$ cat config.mk
export PLATFORM = sky130hd
export DESIGN_NAME = stage_fault
export DESIGN_NICKNAME = d
export VERILOG_FILES = /design/src/stage_pkg.sv /design/src/stage_fault.sv /design/src/stage_timer.sv
export VERILOG_INCLUDE_DIRS = /design/src
export SDC_FILE = /design/constraint.sdc
export NUM_CORES = 1
export LEC_CHECK = 0
export BUFFER_PORTS_ARGS = -buffer_cell sky130_fd_sc_hd__buf_2
export CAP_MARGIN = 20
export CORE_UTILIZATION = 31
export CTS_CLUSTER_DIAMETER = 150
export DETAILED_ROUTE_END_ITERATION = 10
export GPL_ROUTABILITY_DRIVEN = 0
export REMOVE_ABC_BUFFERS = 1
export SLEW_MARGIN = 10
export SYNTH_ARGS = -nofsm -noshare
export SYNTH_HDL_FRONTEND = slang
export SYNTH_HIERARCHICAL = 1
export SYNTH_SLANG_ARGS = --single-unit
export TNS_END_PERCENT = 30
$ cat constraint.sdc
create_clock -name clk_in -period 5.33 [get_ports clk_in]
set_input_delay 0.533 -clock clk_in [delete_from_list [all_inputs] [get_ports clk_in]]
set_output_delay 0.533 -clock clk_in [all_outputs]
set_load 0.1 [all_outputs]
$ cat src/stage_defs.svh
// Notes on behaviour
// - an over-temperature fault is raised when the die temperature rises above the trip level, 165 degrees C.
// - after a temperature trip the switch stays off until the temperature falls more than 15 degrees below the trip level.
// - the status output is push-pull; high means ready and fault-free, low means not ready or faulted.
// - during startup the status output stays low until the series safety transistor is on.
// - after an over-current or over-temperature fault the status stays low until the latch is reset or the fault clears.
// - a supply below its lockout level stops all switching and holds status low until supplies recover.
// - a low level on the low-power request pin puts the device into its low-power state.
// - after the low-power request pin rises the device is ready to switch within 1 ms.
// - in latched mode an over-current keeps the switch off until the gate command stays low over 350 us.
// - in cycle-by-cycle mode an over-current turns the switch off and clears once the gate command goes low.
`ifndef STAGE_DEFS_SVH
`define STAGE_DEFS_SVH

`define CLK_PERIOD_NS 10
`define OT_TRIP_DEGC 8'hA5
`define OT_HYST_DEGC 8'h0F
`define WAKE_TIME_US 1000
`define WAKE_CYCLES ((`WAKE_TIME_US * 1000) / `CLK_PERIOD_NS)
`define OC_CLEAR_TIME_US 350
`define OC_CLEAR_CYCLES (((`OC_CLEAR_TIME_US * 1000) + `CLK_PERIOD_NS - 1) / `CLK_PERIOD_NS)

`define ADDR_CTRL 12'h000
`define ADDR_STATUS 12'h004
`define ADDR_TEMP 12'h008
`define CTRL_LATCH_BIT 0
`define CTRL_RESET_VAL 32'h0000_0001

`endif

$ cat src/stage_pkg.sv
package stage_pkg;
    typedef enum logic [1:0] {
        ST_OFF = 2'b00,
        ST_WAKE = 2'b01,
        ST_RUN = 2'b10
    } power_state_t;
endpackage

$ cat src/stage_fault.sv
`timescale 1ns/1ps
`default_nettype none
`include "stage_defs.svh"
module stage_fault #(
    parameter int WAKE_CYCLES = `WAKE_CYCLES,
    parameter int OC_CLEAR_CYCLES = `OC_CLEAR_CYCLES
) (
    input wire logic clk_in,
    input wire logic rst_in,
    input wire logic gate_cmd_in,
    input wire logic over_current_in,
    input wire logic [7:0] die_temp_in,
    input wire logic supply_ok_in,
    input wire logic safety_on_in,
    input wire logic low_power_request_in,
    input wire logic psel,
    input wire logic penable,
    input wire logic pwrite,
    input wire logic [11:0] paddr,
    input wire logic [31:0] pwdata,
    output logic [31:0] prdata,
    output logic pready,
    output logic pslverr,
    output logic gate_drive_out,
    output logic status_out,
    output logic low_power_out
);
    // pins are asynchronous: two flops before any use
    logic [1:0] gate_s_r, oc_s_r, sup_s_r, safe_s_r, lpr_s_r;
    logic [7:0] temp_s1_r, temp_s2_r, temp_s3_r, temp_ok_r;
    // the temperature word crosses bit by bit: take it only once two samples agree, so a torn code is never used
    wire temp_settled = (temp_s2_r == temp_s3_r);
    always_ff @(posedge clk_in)
    begin
        if (rst_in)
        begin
            gate_s_r <= 2'h0;
            oc_s_r <= 2'h0;
            sup_s_r <= 2'h0;
            safe_s_r <= 2'h0;
            lpr_s_r <= 2'h0;
            temp_s1_r <= 8'h00;
            temp_s2_r <= 8'h00;
            temp_s3_r <= 8'h00;
            temp_ok_r <= 8'h00;
        end
        else
        begin
            gate_s_r <= {gate_s_r[0], gate_cmd_in};
            oc_s_r <= {oc_s_r[0], over_current_in};
            sup_s_r <= {sup_s_r[0], supply_ok_in};
            safe_s_r <= {safe_s_r[0], safety_on_in};
            lpr_s_r <= {lpr_s_r[0], low_power_request_in};
            temp_s1_r <= die_temp_in;
            temp_s2_r <= temp_s1_r;
            temp_s3_r <= temp_s2_r;
            temp_ok_r <= temp_settled ? temp_s2_r : temp_ok_r;
        end
    end
    wire gate = gate_s_r[1];
    wire oc = oc_s_r[1];
    wire supply_ok = sup_s_r[1];
    wire safety_on = safe_s_r[1];
    wire lp_req = lpr_s_r[1];

    // control register: bit 0 selects latched over-current handling
    logic [31:0] ctrl_r;
    wire latched_mode = ctrl_r[`CTRL_LATCH_BIT];

    // power state: low-power request low forces off, wake timer gates readiness
    stage_pkg::power_state_t pstate_r, pstate_nxt;
    logic wake_done;
    // the two sync flops, the off-to-wake and wake-to-run steps and the status flop come out of the pin-to-ready budget
    stage_timer #(.WIDTH(20)) wake_timer (
        .clk_in(clk_in),
        .rst_in(rst_in),
        .run_in(pstate_r == stage_pkg::ST_WAKE),
        .limit_in(20'(WAKE_CYCLES - 5)),
        .done_out(wake_done)
    );
    always_comb
    begin
        pstate_nxt = pstate_r;
        case (pstate_r)
            stage_pkg::ST_OFF: if (lp_req && supply_ok) pstate_nxt = stage_pkg::ST_WAKE;
            stage_pkg::ST_WAKE: if (wake_done) pstate_nxt = stage_pkg::ST_RUN;
            stage_pkg::ST_RUN: pstate_nxt = stage_pkg::ST_RUN;
            default: pstate_nxt = stage_pkg::ST_OFF;
        endcase
        if (!lp_req || !supply_ok)
            pstate_nxt = stage_pkg::ST_OFF;
    end

    // over-temperature with hysteresis
    logic ot_r;
    wire ot_nxt = ot_r ? (temp_ok_r >= (`OT_TRIP_DEGC - `OT_HYST_DEGC))
                       : (temp_ok_r > `OT_TRIP_DEGC);

    // over-current latch; set wins over clear
    logic oc_r;
    logic gate_low_long;
    stage_timer #(.WIDTH(20)) oc_clear_timer (
        .clk_in(clk_in),
        .rst_in(rst_in),
        .run_in(!gate),
        .limit_in(20'(OC_CLEAR_CYCLES)),
        .done_out(gate_low_long)
    );
    wire oc_clear = latched_mode ? gate_low_long : !gate;
    wire oc_nxt = oc || (oc_r && !oc_clear);

    wire ready = (pstate_r == stage_pkg::ST_RUN) && lp_req && safety_on && supply_ok;
    wire fault_free = !ot_r && !oc_r && !oc;

    always_ff @(posedge clk_in)
    begin
        if (rst_in)
        begin
            pstate_r <= stage_pkg::ST_OFF;
            ot_r <= 1'b0;
            oc_r <= 1'b0;
            status_out <= 1'b0;
            gate_drive_out <= 1'b0;
            low_power_out <= 1'b1;
        end
        else
        begin
            pstate_r <= pstate_nxt;
            ot_r <= ot_nxt;
            oc_r <= oc_nxt;
            status_out <= ready && fault_free;
            gate_drive_out <= gate && ready && fault_free;
            low_power_out <= (pstate_nxt == stage_pkg::ST_OFF);
        end
    end

    // apb slave, zero wait states
    wire acc = psel && penable;
    wire hit_ctrl = (paddr == `ADDR_CTRL);
    wire hit_stat = (paddr == `ADDR_STATUS);
    wire hit_temp = (paddr == `ADDR_TEMP);
    wire mapped = hit_ctrl || hit_stat || hit_temp;
    wire [31:0] stat_word = {25'h0, pstate_r, oc_r, ot_r, supply_ok, safety_on, status_out};
    wire [31:0] rd_word = hit_ctrl ? ctrl_r : hit_stat ? stat_word : hit_temp ? {24'h0, temp_ok_r} : 32'h0;
    assign pready = 1'b1;
    assign pslverr = acc && !mapped;
    always_ff @(posedge clk_in)
    begin
        if (rst_in)
        begin
            ctrl_r <= `CTRL_RESET_VAL;
            prdata <= 32'h0000_0000;
        end
        else
        begin
            if (acc && pwrite && hit_ctrl)
                ctrl_r <= {31'h0, pwdata[0]};
            if (psel && !penable && !pwrite)
                prdata <= rd_word;
        end
    end

    property p_status_needs_safety;
        @(posedge clk_in) disable iff (rst_in) !safety_on |=> !status_out;
    endproperty
    a_status_needs_safety: assert property (p_status_needs_safety) else $error("status high before safety on");
    property p_uvlo_blocks;
        @(posedge clk_in) disable iff (rst_in) !supply_ok |=> !gate_drive_out && !status_out;
    endproperty
    a_uvlo_blocks: assert property (p_uvlo_blocks) else $error("switching during undervoltage");
    property p_ot_holds;
        @(posedge clk_in) disable iff (rst_in) ot_r |=> !gate_drive_out;
    endproperty
    a_ot_holds: assert property (p_ot_holds) else $error("switch on during over-temperature");
    property p_ot_trip;
        @(posedge clk_in) disable iff (rst_in) (temp_ok_r > `OT_TRIP_DEGC) |=> ot_r;
    endproperty
    a_ot_trip: assert property (p_ot_trip) else $error("missed temperature trip");
    property p_oc_latch;
        @(posedge clk_in) disable iff (rst_in) latched_mode && oc_r && gate |=> oc_r;
    endproperty
    a_oc_latch: assert property (p_oc_latch) else $error("latched fault cleared with gate high");
    property p_cbc_clear;
        @(posedge clk_in) disable iff (rst_in) !latched_mode && !gate && !oc |=> !oc_r;
    endproperty
    a_cbc_clear: assert property (p_cbc_clear) else $error("cycle fault not released");
    property p_fault_status;
        @(posedge clk_in) disable iff (rst_in) oc_r |=> !status_out;
    endproperty
    a_fault_status: assert property (p_fault_status) else $error("status high during fault");
    property p_lowpower;
        @(posedge clk_in) disable iff (rst_in) !lp_req |=> low_power_out && !status_out;
    endproperty
    a_lowpower: assert property (p_lowpower) else $error("not in low power");

    // cycles spent waking with the request up and the supplies good
    logic [19:0] wake_age_r;
    wire waking = lp_req && supply_ok && (pstate_r != stage_pkg::ST_RUN);
    always_ff @(posedge clk_in)
    begin
        if (rst_in || !waking)
            wake_age_r <= 20'h00000;
        else
            wake_age_r <= wake_age_r + 20'h00001;
    end
    property p_wake_bound;
        @(posedge clk_in) disable iff (rst_in) wake_age_r <= 20'(WAKE_CYCLES - 3);
    endproperty
    a_wake_bound: assert property (p_wake_bound) else $error("wake takes too long");
    property p_not_run_quiet;
        @(posedge clk_in) disable iff (rst_in) (pstate_r != stage_pkg::ST_RUN) |=> !status_out;
    endproperty
    a_not_run_quiet: assert property (p_not_run_quiet) else $error("status high before wake done");
    property p_oc_gate_off;
        @(posedge clk_in) disable iff (rst_in) oc |=> !gate_drive_out;
    endproperty
    a_oc_gate_off: assert property (p_oc_gate_off) else $error("switch on during over-current");
    property p_latch_clear;
        @(posedge clk_in) disable iff (rst_in) latched_mode && oc_r && gate_low_long && !oc |=> !oc_r;
    endproperty
    a_latch_clear: assert property (p_latch_clear) else $error("latched fault not cleared");
    property p_ot_release;
        @(posedge clk_in) disable iff (rst_in) ot_r && (temp_ok_r < (`OT_TRIP_DEGC - `OT_HYST_DEGC)) |=> !ot_r;
    endproperty
    a_ot_release: assert property (p_ot_release) else $error("temperature trip not released");
endmodule
`default_nettype wire

$ cat src/stage_timer.sv
`timescale 1ns/1ps
`default_nettype none
// counts while run_in is high; done_out once the count reaches limit
module stage_timer #(
    parameter int WIDTH = 20
) (
    input wire logic clk_in,
    input wire logic rst_in,
    input wire logic run_in,
    input wire logic [WIDTH-1:0] limit_in,
    output logic done_out
);
    logic [WIDTH-1:0] count_r;
    logic [WIDTH-1:0] count_nxt;
    wire reached = (count_r >= limit_in);

    assign count_nxt = !run_in ? '0 : (reached ? count_r : count_r + 1'b1);
    assign done_out = run_in && reached;

    always_ff @(posedge clk_in)
    begin
        if (rst_in)
            count_r <= '0;
        else
            count_r <= count_nxt;
    end
endmodule
`default_nettype wire

==> results.sh <==
export IMPL_status="complete, no violations"
export IMPL_layout_drive_gt1_share=0.113
export IMPL_path_cells="buf_2 > or4_4 > nor4_4 > a21oi_1 > buf_2"
export IMPL_firstDrtPassIters=4
export IMPL_numCtsBuffers=9
export IMPL_worst_pin_slew_ns=0.907
export IMPL_antenna_found_initial=0
export IMPL_ctsResizeCount=0
export IMPL_synth_edf_count=0
export IMPL_yosysSeqAreaShare=0.370
export IMPL_wl_per_cell_um=11.0
export IMPL_max_stage_delay_ns=0.53
export IMPL_portBuffers=42
export IMPL_path_class="input port to primary output"
export IMPL_end_kind="primary output"
export IMPL_path_delay_family="simple AND/OR/NAND/NOR gates"
export IMPL_design_core_area_um2=16600
export IMPL_drc=0
export IMPL_yosys_area_top_type="dfxtp_1"
export IMPL_clock_sinks=98
export IMPL_postCtsSetupBuffers=0
export IMPL_ys_async_sr_fraction=0
export IMPL_synth_area_um2=5300
export IMPL_dp_slack_ns=2.84
export IMPL_die_h_um=133
export IMPL_cts_tree="yes"
export IMPL_fin_cells=883
export IMPL_dieArea_um2=17600
export IMPL_postRouteAntennaNets=0
export IMPL_nets=763
export IMPL_gr_usage_all_layers=0.115
export IMPL_clock_skew_ns=0.00804
export IMPL_hp_class="input port to flip-flop"
export IMPL_fin_setup_tns_ns=0
export IMPL_place_area_um2=5750
export IMPL_synth_top_cells_by_area="dfxtp_1 37%, ha_1 9.9%, nor2b_1 5.4%"
export IMPL_rows=47
export IMPL_stdcell_area_um2=6030
export IMPL_min_period_ns=2.49
export IMPL_powerDensity_nw_per_um2=254
export IMPL_critPathBufInv=2
export IMPL_start_util=0.319
export IMPL_path_clk_slew_ns=0.07
export IMPL_p_leak_nw=2.55
export IMPL_worstPathArrival_ns=1.95
export IMPL_grt_pass1_vias=3726
export IMPL_syn_avg_cell_area_um2=9.05
export IMPL_yosysTopAreaCellShare=0.370
export IMPL_synth_common_cells="98 x dfxtp_1, 48 x nand2_1, 46 x nor2b_1"
export IMPL_post_place_cells=868
export IMPL_htreeDepth=3
export IMPL_synthFlopType="dfxtp_1"
export IMPL_routed_wl_um=9690
export IMPL_finalSetupViolations=0
export IMPL_clock_latency_ns=0.34
export IMPL_die_w_um=133
export IMPL_vias_per_cell=4.59
export IMPL_hold_buffers=0
export IMPL_cap_violations=0
export IMPL_fin_crit_sh=0.466
export IMPL_max_slew_margin=0.395
export IMPL_crit_fanout=5
export IMPL_fmax_mhz=402
export IMPL_required_ns=4.80
export IMPL_grt_ovfl_total=0
export IMPL_cts_path_max_buffers=2
export IMPL_yosys_warnings=6
export IMPL_critPathMostFrequentCell="buf_2"
export IMPL_power_total_w=0.00153
export IMPL_netlist_instances=586
export IMPL_startpoint_type="input port"
export IMPL_area_delta_synth_final_pct=13.7
export IMPL_setup_ws_ns=2.84
export IMPL_final_hold_violation_count=0
export IMPL_io_pins=99
export IMPL_synthDistinctLibCells=53
export IMPL_dp_hpwl_um=7060
export IMPL_drv_slew=0
export IMPL_vias=4053
export IMPL_rsz0062_at_grt="false"
export IMPL_critPathSlowestCell="or4_4"
export IMPL_synth_seq_cells=98
export IMPL_ir_worst_vdd_mv=0.154
export IMPL_n_antenna_cell=0
export IMPL_grt_pass1_wl_um=16800
export IMPL_grt_max_degree=55
export IMPL_synth_most_common_cell="dfxtp_1"
export IMPL_drt_first_iter_violations=205
export IMPL_root_buffer="clkbuf_16"
-- cell families (layout without fill, tap and decap cells) --
family                   after synthesis  count (layout)  synth area share
multiplexers                           9               9            0.0186
XOR/XNOR                              14              14            0.0231
buffers and inverters                 88             102            0.0833
flip-flops                            98              98             0.370
adder cells (fa/ha/maj)               42              42            0.0991
other                                  2              65           0.00142
AND/OR/NAND/NOR                      207             207             0.232
AO/OA/AOI/OAI                        126             126             0.173
-- worst reg2reg max path: cells and delay by family (launching register included) --
family	cells	cell delay [ns]
compound gates	5	1.11
fa+ha+maj	1	0.29
flops	1	0.43
simple gates	1	0.56
-- path summary, 6_finish.rpt --
| path | from | end | slack (ns) | cells past startpoint |
|---|---|---|---|---|
| max | paddr[9] | pslverr | 2.84 | 5 |
| max reg2reg | oc_clear_timer/count_r[9] | oc_clear_timer/count_r[15] | 2.86 | 7 |
| min reg2reg | temp_s1_r[4] | temp_s2_r[4] | 0.44 | 1 |
| min | die_temp_in[4] | temp_s1_r[4] | 0.40 | 2 |
-- sequential cells by signal, summed over array words and instances (netlist names), 2 cells and up --
register	cells
pstate_r	2
prdata	8
wake_timer/count_r	20
gate_s_r	2
oc_s_r	2
temp_ok_r	8
temp_s3_r	8
sup_s_r	2
oc_clear_timer/count_r	20
temp_s1_r	8
safe_s_r	2
lpr_s_r	2
temp_s2_r	8
-- power breakdown --
group,internal [W],switching (W)
Clock,0.000320,0.000282
Combinational,0.0000438,0.000131
Sequential,0.000747,0.00000792
Total,0.00111,0.000421
-- layout by cell type (no fill, tap or decap), types with 9 or more instances in the layout --
cell       Yosys  layout
xor2_1        12      12
conb_1         2      65
dfxtp_1       98      98
ha_1          42      42
nand3_1       16      16
a21oi_1       43      43
o21ai_0       18      18
o31ai_1       16      16
nand2_1       48      48
and4_1        12      12
inv_1         45      45
nor2b_1       46      46
clkbuf_16      0       9
or4_1         21      21
or3_1         12      12
buf_2          2      42
nor2_1        16      16
-- final cells by class --
class / count / area [um^2]
Inverter: 45 / 169
Clock buffer: 9 / 225
Sequential cell: 98 / 1960
Timing Repair Buffer: 42 / 210
Multi-Input combinational cell: 463 / 3140
Tap cell: 220 / 275
Clock inverter: 6 / 50.0
Fill cell: 1721 / 10600
-- per-layer routing --
| layer | wire, um | track usage | vias up |
|---|---|---|---|
| met5 | 0 | 0 | - |
| met4 | 54 | 0.0307 | 0 |
| met3 | 202 | 0.0257 | 4 |
| met2 | 4560 | 0.194 | 48 |
| met1 | 4870 | 0.148 | 1845 |
| li1 | - | - | 2156 |
-- through the flow --
step / hold WS (ns) / util
global placement: 0.415 / 0.346
global route: 0.400 / 0.362
CTS: 0.386 / 0.362
detailed placement: 0.420 / 0.346
finish: 0.397 / 0.362
floorplan: 0.414 / -
(Power assumes the default switching activity.)
